<file path="config.mk">
export PLATFORM = sky130hd
export DESIGN_NAME = hbp_port
export DESIGN_NICKNAME = d
export VERILOG_FILES = /design/src/common/hbp_pkg.sv /design/src/design/hbp_sync.sv /design/src/design/hbp_port.sv
export SDC_FILE = /design/constraint.sdc
export NUM_CORES = 1
export LEC_CHECK = 0
export ABC_AREA = 1
export BUFFER_PORTS_ARGS = -buffer_cell sky130_fd_sc_hd__buf_2
export CAP_MARGIN = 20
export CORE_MARGIN = 1.5
export CORE_UTILIZATION = 39
export DETAILED_ROUTE_END_ITERATION = 8
export HOLD_SLACK_MARGIN = 0.12
export SYNTH_ARGS = -nofsm -noshare
export SYNTH_HDL_FRONTEND = slang
export SYNTH_HIERARCHICAL = 1
export SYNTH_SLANG_ARGS = --single-unit
</file>
<file path="constraint.sdc">
create_clock -name ref_clk -period 1.2 [get_ports ref_clk]
set_input_delay 0.06 -clock ref_clk [delete_from_list [all_inputs] [get_ports ref_clk]]
set_output_delay 0.06 -clock ref_clk [all_outputs]
set_load 0.1 [all_outputs]
</file>
<file path="src/common/hbp_pkg.sv">
// Purpose: Shared constants and types for the host processor bus port.
// Assumes: One 100 MHz clock; every host pin arrives asynchronously.
// Notes:   Both design files import this package whole.

package hbp_pkg;

	// ****************************************************************
	// Widths and fixed encodings
	// ****************************************************************
	localparam int               HBP_DATA_W        = 16;
	localparam int               HBP_ADDR_W        = 19;
	localparam int               HBP_WORD_W        = 18;
	localparam int               HBP_CTRL_W        = 6;
	localparam logic [17:0]      HBP_VALID_WORDS   = 18'h20000;
	localparam logic             HBP_STYLE_STROBE  = 1'b0;
	localparam logic             HBP_STYLE_BYTE_EN = 1'b1;
	localparam logic             HBP_RW_WRITE      = 1'b0;
	localparam logic             HBP_RW_READ       = 1'b1;
	localparam logic [5:0]       HBP_CTRL_RST      = 6'h3F;
	localparam logic [34:0]      HBP_BUS_RST       = 35'h0;
	localparam logic [0:0]       HBP_DEVRST_RST    = 1'h0;
	localparam logic [15:0]      HBP_RDATA_RST     = 16'h0;

	// ****************************************************************
	// Types
	// ****************************************************************
	// One request toward the internal register and memory space.
	typedef struct packed {
		logic                    write;
		logic [HBP_WORD_W-1:0]   word_addr;
		logic [HBP_DATA_W-1:0]   wdata;
		logic [1:0]              lanes;
	} hbp_req_t;

	typedef enum logic [2:0] {
		HBP_ST_IDLE = 3'h1,
		HBP_ST_REQ  = 3'h2,
		HBP_ST_DONE = 3'h4
	} hbp_state_t;

endpackage : hbp_pkg

</file>
<file path="src/design/hbp_sync.sv">
// Purpose: Two-stage synchroniser for a group of asynchronous levels.
// Assumes: The group is a bundle of levels held stable by their source.
// Notes:   The first stage is read only by the second stage.
`timescale 1ns/10ps
`default_nettype none

module hbp_sync
	import hbp_pkg::*;
#(
	parameter int             W       = 1,
	parameter logic [W-1:0]   RST_VAL = '0
) (
	input  wire logic           ref_clk,
	input  wire logic           rst,
	input  wire logic [W-1:0]   d,
	output var  logic [W-1:0]   q
);

	logic [W-1:0] meta_q;

	// Two flip-flops in series; reset loads a constant idle level.
	always_ff @(posedge ref_clk) begin
		if (rst) begin
			meta_q <= RST_VAL;
			q      <= RST_VAL;
		end else begin
			meta_q <= d;
			q      <= meta_q;
		end
	end

endmodule : hbp_sync

`default_nettype wire

</file>
<file path="src/design/hbp_port.sv">
// Purpose: Slave side of the 16-bit non-multiplexed host processor port.
// Assumes: Host pins are asynchronous; the core answers each request.
// Notes:   Open-drain style outputs come as value plus output enable.
//
// Function
// - Access only while chip select and strobe low.
// - Read/write low writes, high reads.
// - Acknowledge low when done, else released.
// - Bus fault low on invalid address.
// - Strobe style: fault suppresses the acknowledge.
// - Byte-enable style: acknowledge despite any fault.
// - Wait low until data is ready, else released.
// - Strobe style: lane inputs are lane strobes.
// - Byte-enable style: lane inputs are byte enables.
// - Bus style select: low strobes, high enables.
// - Reset pin low holds the port reset.
// - Sixteen-bit data bus, driven on reads only.
// - Nineteen-bit address, lowest bit ignored.
`timescale 1ns/10ps
`default_nettype none

module hbp_port
	import hbp_pkg::*;
#(
	parameter logic [HBP_WORD_W-1:0] VALID_WORDS = HBP_VALID_WORDS
) (
	input  wire logic                   ref_clk,
	input  wire logic                   rst,
	input  wire logic                   device_reset_n,
	input  wire logic                   chip_select_n,
	input  wire logic                   data_strobe_n,
	input  wire logic                   read_write,
	input  wire logic [1:0]             lane_select,
	input  wire logic                   bus_style_select,
	input  wire logic [HBP_ADDR_W-1:0]  host_address_bus,
	input  wire logic [HBP_DATA_W-1:0]  host_data_in,
	output var  logic [HBP_DATA_W-1:0]  host_data_out,
	output var  logic                   host_data_oe,
	output var  logic                   transfer_ack_n,
	output var  logic                   transfer_ack_oe,
	output var  logic                   wait_n,
	output var  logic                   wait_oe,
	output var  logic                   bus_fault_n,
	output var  logic                   bus_fault_oe,
	output var  logic                   core_req_valid,
	output var  hbp_req_t               core_req,
	input  wire logic                   core_ack,
	input  wire logic [HBP_DATA_W-1:0]  core_rdata
);

	// ****************************************************************
	// Pin synchronisers
	// ****************************************************************
	logic [HBP_CTRL_W-1:0]  ctrl_s;
	logic [34:0]            bus_s;
	logic                   dev_rst_n_s;
	logic                   cs_n_s;
	logic                   ds_n_s;
	logic                   rw_s;
	logic [1:0]             lane_n_s;
	logic                   style_s;
	logic                   sel_s;
	logic                   rst_int;
	logic                   addr_bad;
	logic [HBP_WORD_W-1:0]  word_s;
	logic [HBP_DATA_W-1:0]  wdata_s;

	hbp_sync #(.W(HBP_CTRL_W), .RST_VAL(HBP_CTRL_RST)) u_ctrl_sync (
		.ref_clk (ref_clk),
		.rst     (rst),
		.d       ({chip_select_n, data_strobe_n, read_write,
		           lane_select, bus_style_select}),
		.q       (ctrl_s)
	);

	// Address bit zero is not synchronised at all: it is never used.
	hbp_sync #(.W(35), .RST_VAL(HBP_BUS_RST)) u_bus_sync (
		.ref_clk (ref_clk),
		.rst     (rst),
		.d       ({host_address_bus[HBP_ADDR_W-1:1], host_data_in,
		           1'b0}),
		.q       (bus_s)
	);

	// The reset pin is asynchronous to ref_clk, so it is synchronised
	// like any other level and then ORed with rst into the internal reset.
	hbp_sync #(.W(1), .RST_VAL(HBP_DEVRST_RST)) u_rst_sync (
		.ref_clk (ref_clk),
		.rst     (rst),
		.d       (device_reset_n),
		.q       (dev_rst_n_s)
	);

	assign cs_n_s   = ctrl_s[5];
	assign ds_n_s   = ctrl_s[4];
	assign rw_s     = ctrl_s[3];
	assign lane_n_s = ctrl_s[2:1];
	assign style_s  = ctrl_s[0];
	assign word_s   = bus_s[34:17];
	assign wdata_s  = bus_s[16:1];

	// Reset pin low keeps the whole port idle with every pin released.
	assign rst_int  = rst | ~dev_rst_n_s;

	// An access exists only while both active-low selects are low.
	assign sel_s    = ~cs_n_s & ~ds_n_s;

	// Words at or above the limit are not part of the internal space.
	assign addr_bad = (word_s >= VALID_WORDS);

	// ****************************************************************
	// Access sequencer
	// ****************************************************************
	hbp_state_t  st_q;
	logic        style_q;
	logic        fault_q;

	// The host keeps the access stable until it sees the acknowledge,
	// so a strobe release is the only event that ends an access.
	always_ff @(posedge ref_clk) begin
		if (rst_int) begin
			st_q <= HBP_ST_IDLE;
		end else begin
			case (st_q)
			HBP_ST_IDLE: begin
				if (sel_s && addr_bad) begin
					st_q <= HBP_ST_DONE;
				end else if (sel_s) begin
					st_q <= HBP_ST_REQ;
				end
			end
			HBP_ST_REQ: begin
				if (core_ack) begin
					st_q <= HBP_ST_DONE;
				end
			end
			HBP_ST_DONE: begin
				if (!sel_s) begin
					st_q <= HBP_ST_IDLE;
				end
			end
			default: begin
				st_q <= HBP_ST_IDLE;
			end
			endcase
		end
	end

	// Bus style and fault status are frozen for the whole access.
	always_ff @(posedge ref_clk) begin
		if (rst_int) begin
			style_q <= HBP_STYLE_STROBE;
			fault_q <= 1'b0;
		end else if (st_q == HBP_ST_IDLE && sel_s) begin
			style_q <= style_s;
			fault_q <= addr_bad;
		end
	end

	// Request toward the core; the lane inputs are active-low in both
	// styles, so one inversion serves strobes and byte enables alike.
	always_ff @(posedge ref_clk) begin
		if (rst_int) begin
			core_req <= '0;
		end else if (st_q == HBP_ST_IDLE && sel_s) begin
			core_req.write     <= (rw_s == HBP_RW_WRITE);
			core_req.word_addr <= word_s;
			core_req.wdata     <= wdata_s;
			core_req.lanes     <= ~lane_n_s;
		end
	end

	// Handshake toward the core is taken straight from the state.
	assign core_req_valid = (st_q == HBP_ST_REQ);

	// ****************************************************************
	// Pin drivers
	// ****************************************************************
	// Low values are constant; only the enables carry the signalling.
	assign transfer_ack_n = 1'b0;
	assign wait_n         = 1'b0;
	assign bus_fault_n    = 1'b0;

	// Wait is held from the start of a valid access until the core
	// answers; a faulted access never waits.
	always_ff @(posedge ref_clk) begin
		if (rst_int) begin
			wait_oe <= 1'b0;
		end else if (st_q == HBP_ST_IDLE) begin
			wait_oe <= sel_s & ~addr_bad;
		end else if (st_q == HBP_ST_REQ && core_ack) begin
			wait_oe <= 1'b0;
		end
	end

	// Acknowledge and fault enables stand until the strobes release.
	// A fault in strobe style withholds the acknowledge; in byte
	// enable style the acknowledge comes anyway.
	always_ff @(posedge ref_clk) begin
		if (rst_int) begin
			transfer_ack_oe <= 1'b0;
			bus_fault_oe    <= 1'b0;
		end else begin
			case (st_q)
			HBP_ST_IDLE: begin
				bus_fault_oe    <= sel_s & addr_bad;
				transfer_ack_oe <= sel_s & addr_bad &
				                   (style_s == HBP_STYLE_BYTE_EN);
			end
			HBP_ST_REQ: begin
				transfer_ack_oe <= core_ack;
				bus_fault_oe    <= 1'b0;
			end
			HBP_ST_DONE: begin
				if (!sel_s) begin
					transfer_ack_oe <= 1'b0;
					bus_fault_oe    <= 1'b0;
				end
			end
			default: begin
				transfer_ack_oe <= 1'b0;
				bus_fault_oe    <= 1'b0;
			end
			endcase
		end
	end

	// Read data is registered with the acknowledge; the bus is only
	// driven for a read, so a write never fights the host.
	always_ff @(posedge ref_clk) begin
		if (rst_int) begin
			host_data_out <= HBP_RDATA_RST;
			host_data_oe  <= 1'b0;
		end else if (st_q == HBP_ST_REQ && core_ack) begin
			host_data_out <= core_rdata;
			host_data_oe  <= ~core_req.write;
		end else if (st_q == HBP_ST_DONE && !sel_s) begin
			host_data_oe  <= 1'b0;
		end
	end
endmodule : hbp_port

`default_nettype wire

</file>
==> impl_results.md, run 1 <==
* Post-synthesis instance total at 540
* Worst path max stage delay at between 300 and 400 ps
* Hold_ws at 144 ps
* Max Cap Violations at 0
* YS warnings at 6
* Sequential share of power at 0.460
* Core area at about 11000 µm²
* Clock-pin slew on the worst setup and hold paths at approximately 60 ps
* Setup ws final at -206 ps
* First-pass GRT wire length at about 17 mm
* Post-route minimum period at around 1400 ps
* Final Skew at between 7 and 8 ps
* Clock buffer count from CTS at 17
* Vias in the first global route at roughly 3800
* DR WL met3 at around 490 µm
* Critical path launch point type: register
* RSZ-0062 raised after global routing: yes
* # diodes at 0
* Arr. time, crit path at 1350 ps
* First-pass DRT Iterations at 4
* Clock power frac at 0.490
* Sw frac at 0.212
* Initial core utilization at 0.400
* Die area at 12400 µm²
* Fmax at just over 700 MHz
* Pwr dens at 1470 nW/µm²
* Met2 Wirelength at approximately 5.4 mm
* Largest net degree at the start of global routing at 72
* Max VDD drop at 0.000781 V
* Outcome: complete, but fails checks
* Endpoints failing setup at 59
* Critical path data required time at approximately 1100 ps
* Critical path peak fanout at 2
* Routed WL at approximately 11 mm
* Failing checks: setup timing
* Fin util at 0.632
* H-tree depth at 4
* Rows at 39
* RD Place Congestion at 0.746
* Initial drt markers at between 100 and 150
* Ratio of cells with drive above 1 in the final layout at 0.373
* Detailed Place HPWL at between 5 and 6 mm
* Setup CP Type: register to output port
* Max Slew Vio Count at 0
* Nets at 801
* Total GRT Usage at 0.177
* Clk sinks at around 140
* Vias at roughly 3800
* Later-pin clock latency in the skew report at ~400 ps
* Antenna viol nets, final at 0
* P_int at between 8 and 9 mW
* Most frequent cells in the layout: 142 x nor2_1, 100 x dfxtp_1, 91 x inv_1, 67 x buf_4, 59 x buf_2
* Drt wl/cell at 12.0 µm
* Fin. Hold Viols at 0
* Hold crit path type: input pin to register
* CTS tree: yes
* Area grow syn2layout at 57.8%
* CTS max path bufs at 2
* Root Driver: clkbuf_16
* Mapped Area at between 4000 and 5000 µm²
* Die Span Y at between 100 and 150 µm
* Psw at around 2.3 mW
* Combinational cell fraction of total power at 0.051
* CP max-delay cell: dfxtp_4
* Pleak at 3.53 nW
* Hold path depth at 5
* Residual DRC at 0
* Post-route clock period utilization at 1.17
* Most common cell on crit path: buf_6
* Initial antenna violation count at 0
* DR vias/cell at around 4.3
* Grt ovf at 0
* Die X-Extent at 111 µm
* Port bufs at approximately 120
* DR top layer: met4
* DRT met1 WL at approximately 4.7 mm
* Most common cell after layout, fill and taps aside: nor2_1
* Critical path cell sequence: buf_6 -> nor2_4 -> nand2_4 -> clkinvlp_4 -> buf_6 -> buf_12
* Ports at 122
* Syn avg cell area at roughly 8.5 µm²
* Crit end category: output port
* Reg2Reg Depth at 9
==> per-layer routing <==
layer	vias to the layer above	track usage
met2	111	0.312
met3	16	0.0479
met4	0	0.0759
met1	1710	0.201
met5	-	0
li1	1996	-
==> flip-flops by register name, indices dropped and copies added (netlist names), 3 cells and up <==
name / count
u_ctrl_sync/meta_q: 6
u_bus_sync/q: 34
core_req: 37
u_bus_sync/meta_q: 34
host_data_out: 16
u_ctrl_sync/q: 6
st_q: 3
==> per-stage QoR <==
stage          TNS, ps  cell area, µm²  cells  power [mW]  setup slack, ps
3_5_place_dp     -1290            5420    791        5.33            -64.3
3_3_place_gp     -21.7            5420    791        5.32            -6.27
4_1_cts          -7600            7120    896        10.7             -236
2_1_floorplan    -5170            4670    542        5.22             -328
6_report         -5880            7250    896        10.6             -206
5_1_grt         -10360            7250    896        11.1             -265
==> worst paths after layout <==
| check | startpoint | end | slack, ps |
|---|---|---|---|
| worst max-delay path | st_q[2] | core_req_valid | -210 |
| worst min-delay path | rst | core_req[0] | 140 |
| worst max register to register | st_q[2] | core_req[26] | -170 |
| worst min register to register | u_ctrl_sync/q[2] | core_req[1] | 380 |
==> cell type report <==
cell class | instances | area [µm²]
sequential | 142 | 2900
inverter | 95 | 368
timing repair buffer | 206 | 1770
clock buffer | 18 | 429
tap | 143 | 179
clock inverter | 14 | 168
fill | 895 | 4220
multi-input combinational | 278 | 1430
==> what timing repair did <==
item | in CTS | in global routing
endpoints found under the setup margin | 97 | 61
pin swaps | 31 | 11
gates resized for setup | 135 | 49
gates cloned | 5 | 3
buffers inserted | 10 | 1
endpoints found under the hold margin | 59 | 0
hold buffers | 58 | 0
==> power groups by stage <==
stage                     Clock [mW]  Sequential (mW)  Combinational (mW)
after floorplan                    0             4.98               0.235
after global placement             0             4.97               0.348
after detailed placement           0             4.98               0.355
after CTS                       5.31             4.88               0.527
after global routing            5.57             4.90               0.595
final                           5.21             4.89               0.538
==> worst max-delay path: cells and delay by family (launching register included) <==
family	cells	cell delay [ps]
buf+inv	4	440
flops	1	340
simple gates	2	160
No activity file was read; power rests on OpenSTA's default activity.
==> inputs of run 2 (changes only) <==
--- a/config.mk
+++ b/config.mk
@@ -12,6 +12,7 @@
 export CORE_UTILIZATION = 39
 export DETAILED_ROUTE_END_ITERATION = 8
 export HOLD_SLACK_MARGIN = 0.12
+export REMOVE_ABC_BUFFERS = 1
 export SYNTH_ARGS = -nofsm -noshare
 export SYNTH_HDL_FRONTEND = slang
 export SYNTH_HIERARCHICAL = 1
==> run 2 against run 1 <==
The flow still finishes with violations (setup timing); die area unchanged; clock-buffer cell count increased by 1; fmax increased by 7.4%; via count decreased by 2.9%; worst setup slack improved by 97 ps; combinational power decreased by 4.6%.
==> impl_results.md, run 2 (same netlist as run 1, synthesis figures left out) <==
* Outcome: complete, but fails checks
* Failing checks: setup timing
* Max reg flops at 37 (unchanged)
* Multi-input logic area at 1250 µm² (-13%)
* RSZ-0062 raised after global routing: yes
* Root Driver: clkbuf_16
* Antenna viol nets, final at 0 (unchanged)
* RD Place Congestion at 0.738 (-1.0%)
* H-tree depth at 4 (unchanged)
* Ratio of cells with drive above 1 in the final layout at 0.265 (-0.108)
* Register area at 2850 µm² (-1.9%)
* DR vias/cell at 4.20 (-1.9%)
* CTS tree: yes
* Worst path max stage delay at 340 ps (about the same)
* Final Skew at 7.70 ps (-0.194 ps)
* Setup CP Type: register to output port
* Setup ws final at -109 ps (+97.0 ps)
* Endpoints failing setup at 40 (-32%)
* Initial antenna violation count at 0 (unchanged)
* Total GRT Usage at 0.163 (-0.0139)
* Post-route clock period utilization at 1.09 (-0.0808)
* Die area at 12400 µm² (unchanged)
* Routed WL at 9.93 mm (-7.6%)
* Drt wl/cell at 11.2 µm (-6.7%)
* Initial core utilization at 0.400 (unchanged)
* Ports at 122 (unchanged)
* Fillers at 952 (+6.4%)
* Clock-pin slew on the worst setup and hold paths at 60 ps (about the same)
* Clk sinks at 142 (unchanged)
* Design area at 6850 µm² (-5.5%)
* Most flop-heavy register: core_req
* Later-pin clock latency in the skew report at 400 ps (about the same)
* Most frequent cells in the layout: 171 x nor2_1, 139 x dfxtp_1, 92 x inv_1, 65 x buf_4
* Crit path from: st_q[1]
* Critical path cell sequence: inv_1 -> nor2_2 -> nand2_2 -> inv_4 -> buf_12
* Max Slew Vio Count at 0 (unchanged)
* Most common cell after layout, fill and taps aside: nor2_1
* Grt ovf at 0 (unchanged)
* Actual slew at the worst max-slew pin at about 550 ps
* Area grow syn2layout at 49.1%
* Max Cap Violations at 0 (unchanged)
* CTS max path bufs at 2 (unchanged)
* Placed cell count at 789 (-0.25%)
* Die X-Extent at 111 µm (unchanged)
* Pwr dens at 1560 nW/µm² (+6.1%)
* Vias at 3721 (-2.9%)
* Clock buffer count from CTS at 17 (unchanged)
* # diodes at 0 (unchanged)
* Post-route minimum period at 1310 ps (-97.0 ps)
* Core area at 11500 µm² (unchanged)
* Tot Pwr at 10.7 mW (+0.20%)
* First-pass GRT wire length at 16.3 mm (-5.4%)
* First-pass DRT Iterations at 4 (unchanged)
* Critical path peak fanout at 2 (unchanged)
* Arr. time, crit path at 1250 ps (-100 ps)
* CP max-delay cell: dfxtp_2
* Largest registers: core_req x37, u_bus_sync/meta_q x34, u_bus_sync/q x34
* Slew margin rel. at 0.634
* Non-filler instance count after layout at 887 (-1.0%)
* Critical path data required time at 1140 ps (about the same)
* Critical path launch point type: register
* Crit end category: output port
* Rows at 39 (unchanged)
* Nets at 793 (-1.0%)
* Die Span Y at 111 µm (unchanged)
* Hold crit path type: input pin to register
* Pleak at 3.45 nW (-2.5%)
* Hold_ws at 150 ps (+5.47 ps)
* Max VDD drop at 0.000796 V (+1.9%)
* Port bufs at 117 (unchanged)
* Residual DRC at 0 (unchanged)
* Largest net degree at the start of global routing at 57 (-21%)
* Fmax at 764 MHz (+7.4%)
* FF-to-FF Start: st_q[1]
* Hold_sp: rst
* Post-DP Area at 5300 µm² (-2.2%)
* Initial drt markers at 106 (-23%)
* Detailed Place HPWL at 5.78 mm (+0.13%)
* Vias in the first global route at 3592 (-5.1%)
* Fin. Hold Viols at 0 (unchanged)
## run 2: changes by cell type in the layout (fill, tap and decap cells not counted), sizes merged
| cell | before | now |
|---|---|---|
| clkinvlp | 4 | 5 |
| inv | 95 | 97 |
| clkinv | 7 | 2 |
| dlygate4sd3 | 58 | 59 |
| buf | 146 | 138 |
## run 2: cell type report
cell class,count,area share
clock inverter,12,0.0238
inverter,95,0.0525
tap,143,0.0261
multi-input combinational,278,0.182
clock buffer,19,0.0647
timing repair buffer,198,0.235
sequential,142,0.416
## run 2: final timing paths
check                           slack [ps]               end  depth (start not counted)
worst min register to register         390  u_bus_sync/q[19]                          2
worst max-delay path                  -110    core_req_valid                          5
worst max register to register        -100      core_req[29]                          8
worst min-delay path                   150  u_bus_sync/q[32]                          3
## run 2: report_power, final
| group | switching [mW] | total [mW] | internal [mW] |
|---|---|---|---|
| registers | 0.0344 | 4.88 | 4.85 |
| clock network | 1.94 | 5.27 | 3.33 |
| logic | 0.247 | 0.513 | 0.266 |
| total | 2.22 | 10.7 | 8.44 |
## run 2: critical path: cells and delay by family, from the launching register on
family,cells,cell delay [ps]
flip-flops,1,340
AND/OR/NAND/NOR,2,200
buffers and inverters,3,310
## run 2: layer usage
layer	GRT usage	wire length (µm)
met5	0	0
met4	0.0481	29
met2	0.285	4830
met3	0.0479	487
met1	0.193	4580
## run 2: metrics by stage
stage	TNS [ps]	setup WS (ps)	util
after global routing	-6430	-167	0.597
after detailed placement	-691	-52.8	0.462
after CTS	-3670	-132	0.590
final	-2440	-109	0.597
after floorplan	-49020	-872	-
after global placement	0	17.6	0.462
## run 2: timing repair
action,CTS,global route
setup endpoints to repair,95,62
buffers inserted,5,3
hold buffers,59,0
cloned,1,0
pin swaps,7,4
endpoints found under the hold margin,58,0
gates resized for setup,91,38
==> inputs of run 3 (changes only) <==
--- a/config.mk
+++ b/config.mk
@@ -13,6 +13,7 @@
 export DETAILED_ROUTE_END_ITERATION = 8
 export HOLD_SLACK_MARGIN = 0.12
 export REMOVE_ABC_BUFFERS = 1
+export SETUP_SLACK_MARGIN = 0.02
 export SYNTH_ARGS = -nofsm -noshare
 export SYNTH_HDL_FRONTEND = slang
 export SYNTH_HIERARCHICAL = 1
==> run 3 against run 2 <==
Largest power group unchanged; clock skew about the same; design area up 0.11%; first-iteration DRC count shrank 4.7%; core utilization is 0.066 points higher; the flow still finishes with violations (setup timing); worst setup slack is essentially flat.
==> impl_results.md, run 3 (same netlist as run 1, synthesis figures left out) <==
* Outcome: complete, but fails checks
* Failing checks: setup timing
* RSZ-0062 raised after global routing: yes
* Slew margin rel. at 0.634 (about the same)
* Final Skew at 7.72 ps (+0.0167 ps)
* Max Cap Violations at 0 (unchanged)
* # diodes at 0 (unchanged)
* Max reg flops at 37 (unchanged)
* Port bufs at 117 (unchanged)
* Crit path buf inv count at 3 (unchanged)
* DR vias/cell at 4.20 (about the same)
* Core area at 11500 µm² (unchanged)
* Die area at 12400 µm² (unchanged)
* Total GRT Usage at 0.163 (+0.000695)
* Placed cell count at 789 (unchanged)
* Worst path max stage delay at 340 ps (about the same)
* Clock-pin slew on the worst setup and hold paths at 60 ps (about the same)
* Initial antenna violation count at 0 (unchanged)
* CTS max path bufs at 2 (unchanged)
* Hold_ws at 149 ps (-1.05 ps)
* Max VDD drop at 0.000797 V (about the same)
* Design area at 6850 µm² (+0.11%)
* Grt ovf at 0 (unchanged)
* CTS tree: yes
* Tot Pwr at 10.7 mW (about the same)
* Arr. time, crit path at 1250 ps (about the same)
* Fin util at 0.598 (+0.000655)
* Critical path depth at 5 (unchanged)
* Setup TNS at -2370 ps (+70.8 ps)
* Critical path data required time at 1140 ps (about the same)
* Critical path peak fanout at 2 (unchanged)
* Actual slew at the worst max-slew pin at 550 ps (+0.568 ps)
* Clock buffer count from CTS at 17 (unchanged)
* First-pass DRT Iterations at 5 (+1)
* Pleak at 3.45 nW (about the same)
* Drt wl/cell at 11.2 µm (about the same)
* Most common cell after layout, fill and taps aside: nor2_1
* Ports at 122 (unchanged)
* Reg2Reg Depth at 8 (unchanged)
* Delay-heaviest family, CP: flip-flops
* Non-filler instance count after layout at 887 (unchanged)
* Largest registers: core_req x37, u_bus_sync/meta_q x34, u_bus_sync/q x34
* Initial core utilization at 0.400 (unchanged)
* Post-DP Area at 5300 µm² (unchanged)
* CP max-delay cell: dfxtp_2
* Routed WL at 9.94 mm (about the same)
* H-tree depth at 4 (unchanged)
* Die Span Y at 111 µm (unchanged)
* Most flop-heavy register: core_req
* RD Place Congestion at 0.738 (unchanged)
* Vias in the first global route at 3609 (+0.47%)
* Critical path launch point type: register
* Pwr dens at 1560 nW/µm² (about the same)
* Root Driver: clkbuf_16
* Setup ws final at -109 ps (+0.0230 ps)
* Clk sinks at 142 (unchanged)
* Rows at 39 (unchanged)
* Setup CP Type: register to output port
* Dpl ws at -52.8 ps (unchanged)
* Later-pin clock latency in the skew report at 400 ps (about the same)
* Initial drt markers at 101 (-4.7%)
* Most frequent cells in the layout: 171 x nor2_1, 139 x dfxtp_1, 92 x inv_1, 64 x buf_4
* Post-route clock period utilization at 1.09 (about the same)
* Antenna viol nets, final at 0 (unchanged)
* Max Slew Vio Count at 0 (unchanged)
* Detailed Place HPWL at 5.78 mm (unchanged)
* Largest net degree at the start of global routing at 57 (unchanged)
* Die X-Extent at 111 µm (unchanged)
* Vias at 3724 (+0.081%)
* Critical path cell sequence: inv_1 -> nor2_2 -> nand2_2 -> inv_4 -> buf_12
* Nets at 793 (unchanged)
* Hold path depth at 3 (unchanged)
* Area grow syn2layout at 49.3%
* Hold crit path type: input pin to register
* Ratio of cells with drive above 1 in the final layout at 0.266 (+0.00134)
* Fin. Hold Viols at 0 (unchanged)
* Fmax at 764 MHz (about the same)
* Endpoints failing setup at 39 (-2.5%)
* Post-route minimum period at 1310 ps (-0.0230 ps)
* First-pass GRT wire length at 16.4 mm (+0.51%)
* Crit end category: output port
* Residual DRC at 0 (unchanged)
==> run 3: cell counts in the layout (fill, tap and decap cells not counted) <==
Identical to the previous run, type by type.
==> run 3: tightest hold or removal path, stage by stage <==
cell    delay [ps]
buf_2          140
buf_4          200
nor2_1         100
==> run 3: path summary, 6_finish.rpt <==
check	startpoint	end	slack, ps
max	st_q[1]	core_req_valid	-110
min	rst	u_bus_sync/q[32]	150
max reg2reg	st_q[1]	core_req[29]	-100
min reg2reg	u_bus_sync/meta_q[19]	u_bus_sync/q[19]	390
==> run 3: repair_timing <==
action                                  CTS  global route
endpoints found under the setup margin   99            63
resized for setup                        92            34
pin swaps                                 8             5
hold endpoints to repair                 58             0
hold buffers                             59             0
cloned                                    1             0
setup buffers                             5             3
==> run 3: area by class of cell <==
type	count	area (µm²)
flip-flops and latches	142	2850
multi-input cells	278	1250
fillers	949	4610
clock inverters	12	163
repair buffers	198	1610
well taps	143	179
clock buffers	19	443
inverters	95	359
==> run 3: per-layer routing <==
metal | track usage | up-vias | routed length (µm)
li1 | - | 1974 | -
met1 | 0.195 | 1647 | 4570
met2 | 0.285 | 101 | 4830
met3 | 0.0484 | 2 | 505
met4 | 0.0481 | 0 | 29
met5 | 0 | - | 0
==> run 3: power by group <==
| group | switching [mW] | internal, mW |
|---|---|---|
| clock network | 1.94 | 3.33 |
| logic | 0.247 | 0.266 |
| registers | 0.0345 | 4.85 |
| total | 2.22 | 8.44 |
